`src/gpb_pkg.sv`:
```
/*
 * Constants shared by the port bank: register indices, configuration
 * field positions and reset values.
 * Assumes a classic Wishbone slave with 32-bit data; the byte address of
 * a register is four times its index.
 */
`default_nettype none

package gpb_pkg;

    // Register indices.
    localparam logic [7:0] IDX_BANK_FIVE = 8'h4F;
    localparam logic [7:0] IDX_BANK_SIX = 8'h50;
    localparam logic [7:0] IDX_CFG_BASE = 8'h30;

    // Pin counts: bank five is full, bank six carries three pins.
    localparam int BANK_WIDTH = 8;
    localparam int BANK_SIX_PINS = 3;
    localparam int NUM_PINS = BANK_WIDTH + BANK_SIX_PINS;

    // Configuration register fields.
    localparam int CFG_DIR_BIT = 0;
    localparam int CFG_POL_BIT = 1;
    localparam int CFG_ALT_BIT = 2;
    localparam int CFG_EDGE_BIT = 3;
    localparam int CFG_ODRAIN_BIT = 7;

    // Reset values: every pin comes up as a non-inverted input.
    localparam logic [7:0] CFG_RESET = 8'h01;
    localparam logic DATA_RESET = 1'b0;
    localparam logic [31:0] RDATA_RESET = 32'h0000_0000;

endpackage

`default_nettype wire

```
`src/gpb_pin_cell.sv`:
```
/*
 * Combinational behaviour of one port pin: drive value and enable,
 * host read value and the level handed to the alternate function.
 * Assumes pin_level_in is already synchronised; outputs are registered
 * by the caller.
 */
`timescale 1ns/1ps
`default_nettype none

module gpb_pin_cell #(
    parameter bit IS_SMI = 1'b0,
    parameter bit IS_KBD = 1'b0,
    parameter bit NO_ALT_POL = 1'b0,
    parameter bit HAS_EDGE = 1'b0
) (
    input wire logic [7:0] cfg_in,
    input wire logic data_in,
    input wire logic pin_level_in,
    input wire logic alt_out_in,
    input wire logic alt_oe_in,
    output logic drive_val_out,
    output logic drive_en_out,
    output logic is_input_out,
    output logic read_val_out,
    output logic alt_level_out
);

    wire logic edge_mode;
    wire logic alt_mode;
    wire logic pol_pin;
    wire logic src_val;
    wire logic pin_val;
    wire logic odrain;
    wire logic want_drive;

    // In either-edge mode direction and driver type stop acting; polarity acts only on the data bit.
    assign edge_mode = HAS_EDGE && cfg_in[gpb_pkg::CFG_EDGE_BIT];
    assign alt_mode = cfg_in[gpb_pkg::CFG_ALT_BIT] && !edge_mode;
    assign is_input_out = cfg_in[gpb_pkg::CFG_DIR_BIT] || edge_mode;
    assign pol_pin = cfg_in[gpb_pkg::CFG_POL_BIT] && !edge_mode
        && !(alt_mode && NO_ALT_POL);
    assign src_val = alt_mode ? alt_out_in : data_in;
    assign pin_val = src_val ^ pol_pin;
    // Keyboard lines are open drain in alternate mode so the far end can pull them too.
    assign odrain = (cfg_in[gpb_pkg::CFG_ODRAIN_BIT]
        && (!alt_mode || IS_SMI)) || (alt_mode && IS_KBD);
    assign want_drive = alt_mode ? alt_oe_in : !is_input_out;
    assign drive_val_out = odrain ? 1'b0 : pin_val;
    assign drive_en_out = want_drive && (!odrain || !pin_val);
    // The polarity bit still shapes the data bit in either-edge mode.
    assign read_val_out = is_input_out
        ? (pin_level_in ^ cfg_in[gpb_pkg::CFG_POL_BIT])
        : data_in;
    // Either-edge logic sees the raw pin; polarity shapes only the data bit.
    assign alt_level_out = pin_level_in ^ (cfg_in[gpb_pkg::CFG_POL_BIT]
        && !NO_ALT_POL && !edge_mode);

endmodule // gpb_pin_cell

`default_nettype wire

```
`src/gpb_port_bank.sv`:
```
/*
 * Port bank with two shared data registers and one configuration
 * register per pin, reached over a classic Wishbone slave.
 * Assumes pins arrive asynchronously and that the board resolves each
 * pin from pin_out and pin_oe; alternate functions sit outside.
 */
`timescale 1ns/1ps
`default_nettype none

module gpb_port_bank #(
    parameter int ADDR_W = 10,
    parameter logic [10:0] SMI_MASK = 11'h000,
    parameter logic [10:0] KBD_MASK = 11'h400,
    parameter logic [10:0] DENSITY_MASK = 11'h000,
    parameter logic [10:0] EDGE_MASK = 11'h300
) (
    input wire logic sys_clk_in,
    input wire logic rst_n_in,
    input wire logic wb_cyc_in,
    input wire logic wb_stb_in,
    input wire logic wb_we_in,
    input wire logic [ADDR_W-1:0] wb_adr_in,
    input wire logic [3:0] wb_sel_in,
    input wire logic [31:0] wb_dat_in,
    output logic [31:0] wb_dat_out,
    output logic wb_ack_out,
    input wire logic [gpb_pkg::NUM_PINS-1:0] pin_in,
    output logic [gpb_pkg::NUM_PINS-1:0] pin_out,
    output logic [gpb_pkg::NUM_PINS-1:0] pin_oe_out,
    input wire logic [gpb_pkg::NUM_PINS-1:0] alt_out_in,
    input wire logic [gpb_pkg::NUM_PINS-1:0] alt_oe_in,
    output logic [gpb_pkg::NUM_PINS-1:0] alt_level_out
);

    localparam int NP = gpb_pkg::NUM_PINS;
    localparam int BW = gpb_pkg::BANK_WIDTH;

    logic [7:0] cfg_reg [NP];
    logic [NP-1:0] data_reg;
    logic [NP-1:0] pin_meta_reg;
    logic [NP-1:0] pin_sync_reg;
    logic [NP-1:0] pin_out_reg;
    logic [NP-1:0] pin_oe_reg;
    logic [NP-1:0] alt_level_reg;
    logic wb_ack_reg;
    logic [31:0] wb_dat_reg;

    wire logic [7:0] reg_idx;
    wire logic req;
    wire logic wr_lane0;
    wire logic hit_five;
    wire logic hit_six;
    wire logic [NP-1:0] cfg_hit;
    wire logic [NP-1:0] drive_val;
    wire logic [NP-1:0] drive_en;
    wire logic [NP-1:0] is_input;
    wire logic [NP-1:0] read_val;
    wire logic [NP-1:0] alt_level;
    wire logic [7:0] bank_five_rd;
    wire logic [7:0] bank_six_rd;
    wire logic [7:0] cfg_rd [NP];
    wire logic [7:0] cfg_sel_rd;
    wire logic [31:0] rd_word;

    // Register index is the word address; byte lanes beyond 0 are unused.
    assign reg_idx = 8'(wb_adr_in[ADDR_W-1:2]);
    assign req = wb_cyc_in && wb_stb_in && !wb_ack_reg;
    assign wr_lane0 = req && wb_we_in && wb_sel_in[0];
    assign hit_five = (reg_idx == gpb_pkg::IDX_BANK_FIVE);
    assign hit_six = (reg_idx == gpb_pkg::IDX_BANK_SIX);

    // Bank six carries only three pins; its upper bits read as zero.
    assign bank_five_rd = read_val[BW-1:0];
    assign bank_six_rd = {{(BW - gpb_pkg::BANK_SIX_PINS){1'b0}},
        read_val[NP-1:BW]};

    genvar gi;
    generate
        for (gi = 0; gi < NP; gi++) begin : g_pin
            wire logic [7:0] this_idx;
            wire logic bank_hit;
            wire logic [7:0] wr_byte;
            wire logic store_bit;

            assign this_idx = gpb_pkg::IDX_CFG_BASE + 8'(gi);
            assign cfg_hit[gi] = (reg_idx == this_idx);
            assign cfg_rd[gi] = cfg_hit[gi] ? cfg_reg[gi] : 8'h00;
            assign bank_hit = (gi < BW) ? hit_five : hit_six;
            assign wr_byte = wb_dat_in[7:0];
            assign store_bit = wr_byte[gi % BW];

            gpb_pin_cell #(
                .IS_SMI(SMI_MASK[gi]),
                .IS_KBD(KBD_MASK[gi]),
                .NO_ALT_POL(DENSITY_MASK[gi]),
                .HAS_EDGE(EDGE_MASK[gi])
            ) u_cell (
                .cfg_in(cfg_reg[gi]),
                .data_in(data_reg[gi]),
                .pin_level_in(pin_sync_reg[gi]),
                .alt_out_in(alt_out_in[gi]),
                .alt_oe_in(alt_oe_in[gi]),
                .drive_val_out(drive_val[gi]),
                .drive_en_out(drive_en[gi]),
                .is_input_out(is_input[gi]),
                .read_val_out(read_val[gi]),
                .alt_level_out(alt_level[gi])
            );

            always_ff @(posedge sys_clk_in) begin
                if (!rst_n_in) begin
                    cfg_reg[gi] <= gpb_pkg::CFG_RESET;
                end else if (wr_lane0 && cfg_hit[gi]) begin
                    cfg_reg[gi] <= wr_byte;
                end
            end

            // Input pins ignore data writes so the pin never moves.
            always_ff @(posedge sys_clk_in) begin
                if (!rst_n_in) begin
                    data_reg[gi] <= gpb_pkg::DATA_RESET;
                end else if (wr_lane0 && bank_hit && !is_input[gi]) begin
                    data_reg[gi] <= store_bit;
                end
            end
        end
    endgenerate

    // Only one configuration register can be hit, so OR-ing is a select.
    generate
        genvar gj;
        wire logic [7:0] cfg_acc [NP+1];
        assign cfg_acc[0] = 8'h00;
        for (gj = 0; gj < NP; gj++) begin : g_cfg_or
            assign cfg_acc[gj+1] = cfg_acc[gj] | cfg_rd[gj];
        end
        assign cfg_sel_rd = cfg_acc[NP];
    endgenerate

    // Unmapped indices answer with zero rather than stalling the bus.
    assign rd_word = hit_five ? {24'h00_0000, bank_five_rd}
        : hit_six ? {24'h00_0000, bank_six_rd}
        : {24'h00_0000, cfg_sel_rd};

    // Pins are asynchronous to the bus clock; the first stage feeds
    // nothing but the second.
    always_ff @(posedge sys_clk_in) begin
        if (!rst_n_in) begin
            pin_meta_reg <= '0;
            pin_sync_reg <= '0;
        end else begin
            pin_meta_reg <= pin_in;
            pin_sync_reg <= pin_meta_reg;
        end
    end

    // Pin drive is registered so every top output leaves a flip-flop,
    // at the cost of one cycle between a write and the pin.
    always_ff @(posedge sys_clk_in) begin
        if (!rst_n_in) begin
            pin_out_reg <= '0;
            pin_oe_reg <= '0;
            alt_level_reg <= '0;
        end else begin
            pin_out_reg <= drive_val;
            pin_oe_reg <= drive_en;
            alt_level_reg <= alt_level;
        end
    end

    // Single-cycle classic slave: ack one cycle after the strobe, then
    // low for a cycle so a held strobe is not taken twice.
    always_ff @(posedge sys_clk_in) begin
        if (!rst_n_in) begin
            wb_ack_reg <= 1'b0;
            wb_dat_reg <= gpb_pkg::RDATA_RESET;
        end else begin
            wb_ack_reg <= req;
            if (req && !wb_we_in) begin
                wb_dat_reg <= rd_word;
            end
        end
    end

    assign wb_ack_out = wb_ack_reg;
    assign wb_dat_out = wb_dat_reg;
    assign pin_out = pin_out_reg;
    assign pin_oe_out = pin_oe_reg;
    assign alt_level_out = alt_level_reg;

endmodule // gpb_port_bank

`default_nettype wire

```
`config.mk`:
```
export PLATFORM = sky130hd
export DESIGN_NAME = gpb_port_bank
export DESIGN_NICKNAME = d
export VERILOG_FILES = /design/src/gpb_pkg.sv /design/src/gpb_pin_cell.sv /design/src/gpb_port_bank.sv
export SDC_FILE = /design/constraint.sdc
export NUM_CORES = 1
export LEC_CHECK = 0
export ABC_AREA = 1
export BUFFER_PORTS_ARGS = -buffer_cell sky130_fd_sc_hd__buf_2
export CELL_PAD_IN_SITES_DETAIL_PLACEMENT = 1
export CELL_PAD_IN_SITES_GLOBAL_PLACEMENT = 2
export CORE_MARGIN = 8
export CORE_UTILIZATION = 33
export DETAILED_ROUTE_END_ITERATION = 10
export GPL_TIMING_DRIVEN = 0
export PLACE_DENSITY = 0.9
export SLEW_MARGIN = 25
export SYNTH_ARGS = -nofsm -noshare
export SYNTH_HDL_FRONTEND = slang
export SYNTH_SLANG_ARGS = --single-unit
```
`constraint.sdc`:
```
create_clock -name sys_clk_in -period 3.5 [get_ports sys_clk_in]
set_input_delay 0.7 -clock sys_clk_in [delete_from_list [all_inputs] [get_ports sys_clk_in]]
set_output_delay 0.7 -clock sys_clk_in [all_outputs]
set_load 0.05 [all_outputs]
```
Word-level counts from Yosys, hierarchy flattened

Memory sizes are Yosys's and may differ from the RTL's.
Index checks and enable logic that the tools add are counted.

Word-level logic and storage cells: 307
Output and inout bits: 66
Memories kept: 1
Bits in writable memories: 88
Bits of input ports: 84
Bits in registers: 99

Reduce and logical (&&, ||, !) cells: 128
Multiplexer cells: 91
Bitwise operators: 46
Equal/unequal tests: 13

Memories:

| name    | depth | width | read ports | clocked after Yosys merged registers in | write ports | RTL line            | source |
|---|---|---|---|---|---|---|---|
| cfg_reg | 11    | 8     | 11         | 0                                       | 11          | gpb_port_bank.sv:38 | `logic [7:0] cfg_reg [NP];` |

Operators by type and width:

| kind               | number |
|---|---|
| $mux 8             | 24 |
| $eq 8x6->1 const B | 11 |
| $or 8x8->8         | 10 |
| $mux 1             | 67 |
| $logic_and 1x1->1  | 55 |
| $logic_not 1->1    | 48 |
| $xor 1x1->1        | 24 |
| $reduce_or 2->1    | 11 |
| $eq 8x7->1 const B | 2 |
| $logic_or 1x1->1   | 14 |
| $or 1x1->1         | 11 |
| $not 1->1          | 1 |

Logic depth before layout (Yosys ltp)

Gate-level depths: netlist of run 1.

Word-level depth: 14
Gate-level depth with buffers: 13
Mapped depth without buffers: 11

Modules after synthesis

A second synthesis of run 1 with hierarchy kept.

Cell total of the unflattened synthesis: 1027
Area total of the unflattened synthesis: 8090.3 µm²

Modules (own cells, without submodules):

| module                             | area an instance (µm²) | seq. area each (µm²) | instances | cells each |
|---|---|---|---|---|
| gpb_port_bank                      | 6861.6                 | 4144.0               | 1         | 769 |
| gpb_pin_cell (g_pin[0].u_cell ...) | 106.4                  | 0.0                  | 8         | 23 |
| gpb_pin_cell (g_pin[8].u_cell ...) | 138.9                  | 0.0                  | 2         | 26 |
| gpb_pin_cell (g_pin[10].u_cell)    | 100.1                  | 0.0                  | 1         | 22 |

Least setup slack after synthesis of run 1

No wires, ideal clock.

Path kind: input port to flip-flop
From: input port wb_adr_in[8]
To: memory cfg_reg[1][0] (enable)
Data required time: 3116 ps
Path buffers: 1
Arrival time: 2008 ps
Setup time: 384 ps
Setup slack: 1108 ps
Cell stages on the path: 8
Cells stage by stage: inv_1 -> nand2_1 -> nor2_2 -> buf_6 -> inv_2 -> nor3_4 -> inv_2 -> o21ai_0

RTL lines:

| element     | RTL line            | source |
|---|---|---|
| from (decl) | gpb_port_bank.sv:22 | `input wire logic [ADDR_W-1:0] wb_adr_in,` |
| to (decl)   | gpb_port_bank.sv:38 |  |

==> results of run 1 <==
-- placed cells by master (no fill, tap or decap), types with 2 or more instances in the layout --
master,Yosys,layout
a211oi_1,3,3
a21oi_1,8,8
buf_1,3,3
buf_2,5,100
buf_4,27,27
buf_6,2,2
bufinv_16,0,2
clkbuf_1,15,18
clkbuf_16,0,17
clkinv_1,1,2
clkinv_2,0,2
clkinv_4,0,4
clkinvlp_4,0,2
conb_1,1,24
dfxtp_1,75,75
edfxtp_1,88,88
inv_1,126,126
inv_2,11,11
nand2_1,177,177
nand2_2,3,3
nand3_1,65,65
nand4_1,5,5
nor2_1,186,186
nor2_2,2,2
nor3_1,28,28
nor3_2,5,5
o211ai_1,4,4
o21ai_0,59,49
o21ai_1,0,10
xnor2_1,15,15
xor2_1,5,5
-- cell families (layout without fill, tap and decap cells) --
| kind of cell | Yosys count | in the layout | synth area share (%) |
|---|---|---|---|
| AND/OR/NAND/NOR | 475 | 475 | 26.4 |
| buffers and inverters | 190 | 317 | 11.1 |
| flip-flops | 163 | 163 | 55.0 |
| AO/OA/AOI/OAI | 74 | 74 | 5.15 |
| XOR/XNOR | 20 | 20 | 2.33 |
| other | 1 | 24 | 0.0498 |
-- per-stage QoR --
step / instance area [um2] / hold slack, ns
after floorplan: 7620 / 0.390
after global placement: 8450 / 0.393
after detailed placement: 8450 / 0.406
after CTS: 9020 / 0.419
after global routing: 9020 / 0.438
final: 9020 / 0.417
-- synth_stat cells (all sizes together) --
master,instances,area (um2)
nand3b,1,11.3
nand2,180,683
xor2,5,43.8
nand4,5,31.3
nor3,34,206
clkinv,1,3.75
dfxtp,75,1500
nor4,1,6.26
clkbuf,15,56.3
a211oi,3,22.5
a21oi,8,40.0
conb,1,3.75
edfxtp,88,2640
buf,37,261
xnor2,15,131
o211ai,4,30.0
inv,137,514
nor2,189,722
nand3,65,325
o21ai,59,295
-- final timing paths --
| check | startpoint | end | slack [ns] | depth (start not counted) |
|---|---|---|---|---|
| min reg2reg | pin_meta_reg[0] | pin_sync_reg[0] | 0.42 | 2 |
| min | pin_meta_reg[0] | pin_sync_reg[0] | 0.42 | 2 |
| max | wb_adr_in[4] | cfg_reg[10][6] | 1.02 | 6 |
| max reg2reg | wb_ack_out | cfg_reg[9][6] | 1.30 | 4 |
-- area by class of cell --
type                            count  area share, %
Buffer                             52           3.52
Clock buffer                       20           4.84
Clock inverter                     12           1.47
Inverter                          138           5.74
Multi-Input combinational cell    593           29.3
Sequential cell                   163           45.9
Tap cell                          285           3.95
Timing Repair Buffer               95           5.27
-- power by group through the flow --
stage / Sequential (W) / Clock, W / Combinational, W
final: 0.00212 / 0.00184 / 0.000446
after global routing: 0.00213 / 0.00192 / 0.000480
after CTS: 0.00212 / 0.00186 / 0.000448
after detailed placement: 0.00216 / 0 / 0.000446
after global placement: 0.00216 / 0 / 0.000440
after floorplan: 0.00224 / 0 / 0.000223
-- worst max-delay path, stage by stage --
cell,delay [ns]
buf_2,0.13
inv_1,0.08
nand2_1,0.12
nor2_1,0.43
nand2_1,0.31
o21ai_1,0.76
-- routing by layer --
layer  up-vias  GRT usage, %
met1      3178          21.7
met2       207          30.2
met5         -             0
li1       3138             -
met3        47          3.76
met4         0          8.58
==> results.ini, run 1 <==
[die]
dieArea_um2 = 27900
die_x_um = 167
initial_core_util_pct = 33.5
die_y_um = 167
core_um2 = 22500
rows = 55
io_pins = 150

[cts]
cts.sinks = 163
cts_tree = yes
cts_root_buffer = clkbuf_16
ctsLongestPathBuffers = 2
cts_resized = 0
htreeDepth = 4
cts_hold_buf = 0
clkTransAtPathRegs_ns = 0.07
cts_made_buffers = 17
postCtsSetupBuffers = 0
clk_latency_ns = 0.43

[place]
dp_hpwl_um = 19100
pre_cts_slack_ns = 0.465
placed_cells = 1326
gp_congestion = 0.837
port_buffers = 95

[sta]
tns_ns = 0
slew_viol_final = 0
rsz0062_at_grt = no
slew_headroom_pct = 35.0
period_share_pct = 70.8
skew_ns = 0.00749
worst_slack_ns = 1.02
tightest_slew_ns = 0.969
setup_violations = 0
fmax_ghz = 0.404
period_minus_slack_ns = 2.48
hold_violations = 0

[final_layout]
multi_input_area_um2 = 2640
n_antenna_cell = 0
largest_reg_flops = 88
seqCellArea_um2 = 4140
fillers = 2749
final_nets = 1144
layout-drive-gt1-share_pct = 16.9
area_growth_pct = 19.8
fin_util_pct = 40.1
stdcell_count = 1358

[synth]
ys_seq_area_share_pct = 55.0
syn_inst = 923
synth_seq_cells = 163
synth_cell_type_count = 29
netlist_area_um2 = 7530
yosysWarnings = 0
synth_area_per_cell_um2 = 8.16

[pwr]
p_leak_nw = 4.27
pwr-share-clk_pct = 41.7
pwr-share-comb_pct = 10.1
ir_drop_uv = 305
p_sw_w = 0.00116
p_seq_share_pct = 48.2
power.density_nw_per_um2 = 488
p_int_w = 0.00324
switching_share_pct = 26.4
p_total_w = 0.00440

[routing]
wirelength_um = 24900
wl_met1_um = 10800
wl_met2_um = 11900
maxUsedRoutingLayer = met4
drtPass1Iterations = 5
ant_nets = 0
drcViolationCount = 0
dr_total_vias = 6570
routedWlPerCell_um = 18.4
wl_met3_um = 1330
drtIter0Drc = 376
vias_per_cell = 4.84

[job]
drv_cap = 0

[global_route]
grt_overflow = 0
grt_pass1_vias = 6817
antenna_found_initial = 0
grt_pass1_wl_um = 38300
grt_max_degree = 17
grt_usage_pct = 18.0

[hold_path]
hp-class = flop to flop

[critical_path]
required_ns = 3.55
end_kind = flop
critPathMaxFanout = 8
crit_arrival_ns = 2.53
critPathLaunchType = input port
worst-setup-path-type = input port to flop

[run_status]
status = finished, final reports clean

Note: power is estimated with default switching activity, not from simulation.
==> run 2: changes to the inputs <==
Settings changed: CORE_UTILIZATION 33 to 29, PLACE_DENSITY 0.9 to 0.84.
Clock period 3.5 ns to 2 ns, I/O delays scaled along.
==> results.ini, run 2 (same netlist as run 1, synthesis figures left out) <==
[run_status]
status = finished, final reports clean

[die]
die_x_um = 177  ; +6.0%
initial_core_util_pct = 29.2  ; -4.2 points
die_y_um = 177  ; +6.0%
dieArea_um2 = 31400  ; +12%
rows = 59  ; +7.3%
core_um2 = 25800  ; +14%
io_pins = 150  ; unchanged

[final_layout]
final_nets = 1144  ; unchanged
final_common_cell = nor2_1
layout-drive-gt1-share_pct = 18.1  ; +1.2 points
largest_reg_flops = 88  ; unchanged
most-common-layout-cells = nor2_1 (186), nand2_1 (177), inv_1 (126)
fillers = 3156  ; +15%
fin_area_um2 = 9170  ; +1.7%
area_growth_pct = 21.7
n_antenna_cell = 0  ; unchanged

[global_route]
grt_usage_pct = 16.5  ; -1.4 points
antenna_found_initial = 0  ; unchanged
grt_pass1_wl_um = 38800  ; +1.3%
grt_overflow = 0  ; unchanged
grt_pass1_vias = 6781  ; -0.53%
grt_max_degree = 17  ; unchanged

[cts]
clkTransAtPathRegs_ns = 0.07  ; about the same
clk_latency_ns = 0.44  ; about the same
htreeDepth = 4  ; unchanged
cts.sinks = 163  ; unchanged
cts_hold_buf = 0  ; unchanged
cts_made_buffers = 17  ; unchanged
cts_tree = yes
ctsLongestPathBuffers = 2  ; unchanged
cts_root_buffer = clkbuf_16

[routing]
dr_total_vias = 6468  ; -1.6%
wirelength_um = 25500  ; +2.1%
vias_per_cell = 4.60  ; -5.0%
routedWlPerCell_um = 18.1  ; -1.5%
drtPass1Iterations = 5  ; unchanged
drcViolationCount = 0  ; unchanged
drtIter0Drc = 263  ; -30%
ant_nets = 0  ; unchanged

[sta]
hold_violations = 0  ; unchanged
tightest_slew_ns = 1.11  ; +0.141 ns
tns_ns = 0  ; unchanged
period_minus_slack_ns = 1.96
skew_ns = 0.00813  ; +0.000643 ns
setup_violations = 0  ; unchanged
period_share_pct = 98.1
slew_viol_final = 0  ; unchanged
slew_headroom_pct = 26.0  ; -9.0 points
rsz0062_at_grt = yes
fmax_ghz = 0.510

[critical_path]
cp_slowest_cell = o21ai_2
end_kind = flop
critPathMaxFanout = 10  ; +2
worst-setup-path-type = flop to flop
required_ns = 2.08  ; -1.47 ns
critPathLaunchType = flop
crit_arrival_ns = 2.04  ; -0.49 ns
path_cells = nor2_1, nand3_1, clkbuf_2, o21ai_2
cpPeakStageDelay_ns = 0.54  ; -0.22 ns

[place]
gp_congestion = 0.871  ; +4.1%
port_buffers = 95  ; unchanged
placed_cell_area_um2 = 8510  ; +0.74%
dp_hpwl_um = 19800  ; +3.4%

[job]
drv_cap = 0  ; unchanged

[pwr]
p_total_w = 0.00772  ; +75%
p_leak_nw = 4.31  ; +0.78%
power.density_nw_per_um2 = 842  ; +72%
ir_drop_uv = 579  ; +90%

[hold_path]
hp-class = input port to flop

## run 2: through the flow
step	util, %	worst slack, ns	cells	hold WS [ns]
after floorplan	-	-0.00945	946	0.390
after global placement	33.0	-1.01	1376	0.401
after detailed placement	33.0	-0.669	1376	0.411
after CTS	35.3	-0.225	1407	0.126
after global routing	35.6	-0.0732	1407	0.134
final	35.6	0.0389	1407	0.141
## run 2: critical path: cells and delay by family, from the launching register on
family	cells	cell delay, ns
AO/OA/AOI/OAI	1	0.54
buffers and inverters	1	0.42
flip-flops	1	0.31
AND/OR/NAND/NOR	2	0.32
## run 2: worst paths after layout
kind	start	endpoint	slack, ns	cells after the start
worst max register to register	wb_ack_out	cfg_reg[3][2]	0.04	4
worst min register to register	pin_meta_reg[4]	pin_sync_reg[4]	0.42	2
worst max-delay path	wb_ack_out	cfg_reg[3][2]	0.04	4
worst min-delay path	pin_in[1]	pin_meta_reg[1]	0.14	3
## run 2: final cells by class
cell class | count | area [um2] | area share, %
flip-flops and latches | 163 | 4140 | 45.2
clock buffers | 22 | 507 | 5.53
multi-input cells | 593 | 2720 | 29.7
clock inverters | 9 | 65.1 | 0.710
repair buffers | 95 | 475 | 5.19
plain buffers | 52 | 319 | 3.48
well taps | 335 | 419 | 4.57
inverters | 138 | 518 | 5.65
## run 2: per-layer routing
| metal | vias to the layer above | GRT usage, % | wire (um) |
|---|---|---|---|
| met2 | 173 | 27.8 | 12000 |
| met1 | 3101 | 19.8 | 11000 |
| li1 | 3147 | - | - |
| met4 | 0 | 8.34 | 1040 |
| met5 | - | 0 | 0 |
| met3 | 47 | 3.26 | 1350 |
## run 2: power breakdown
part,switching (W),internal (W),total (W)
registers,0.0000692,0.00364,0.00371
clock network,0.00141,0.00181,0.00321
logic,0.000598,0.000197,0.000794
total,0.00207,0.00565,0.00772
## run 2: timing repair
item | CTS | global route
endpoints found under the hold margin | 0 | 0
resized for setup | 0 | 19
pin swaps | 0 | 0
buffers inserted | 0 | 0
setup endpoints to repair | 80 | 89
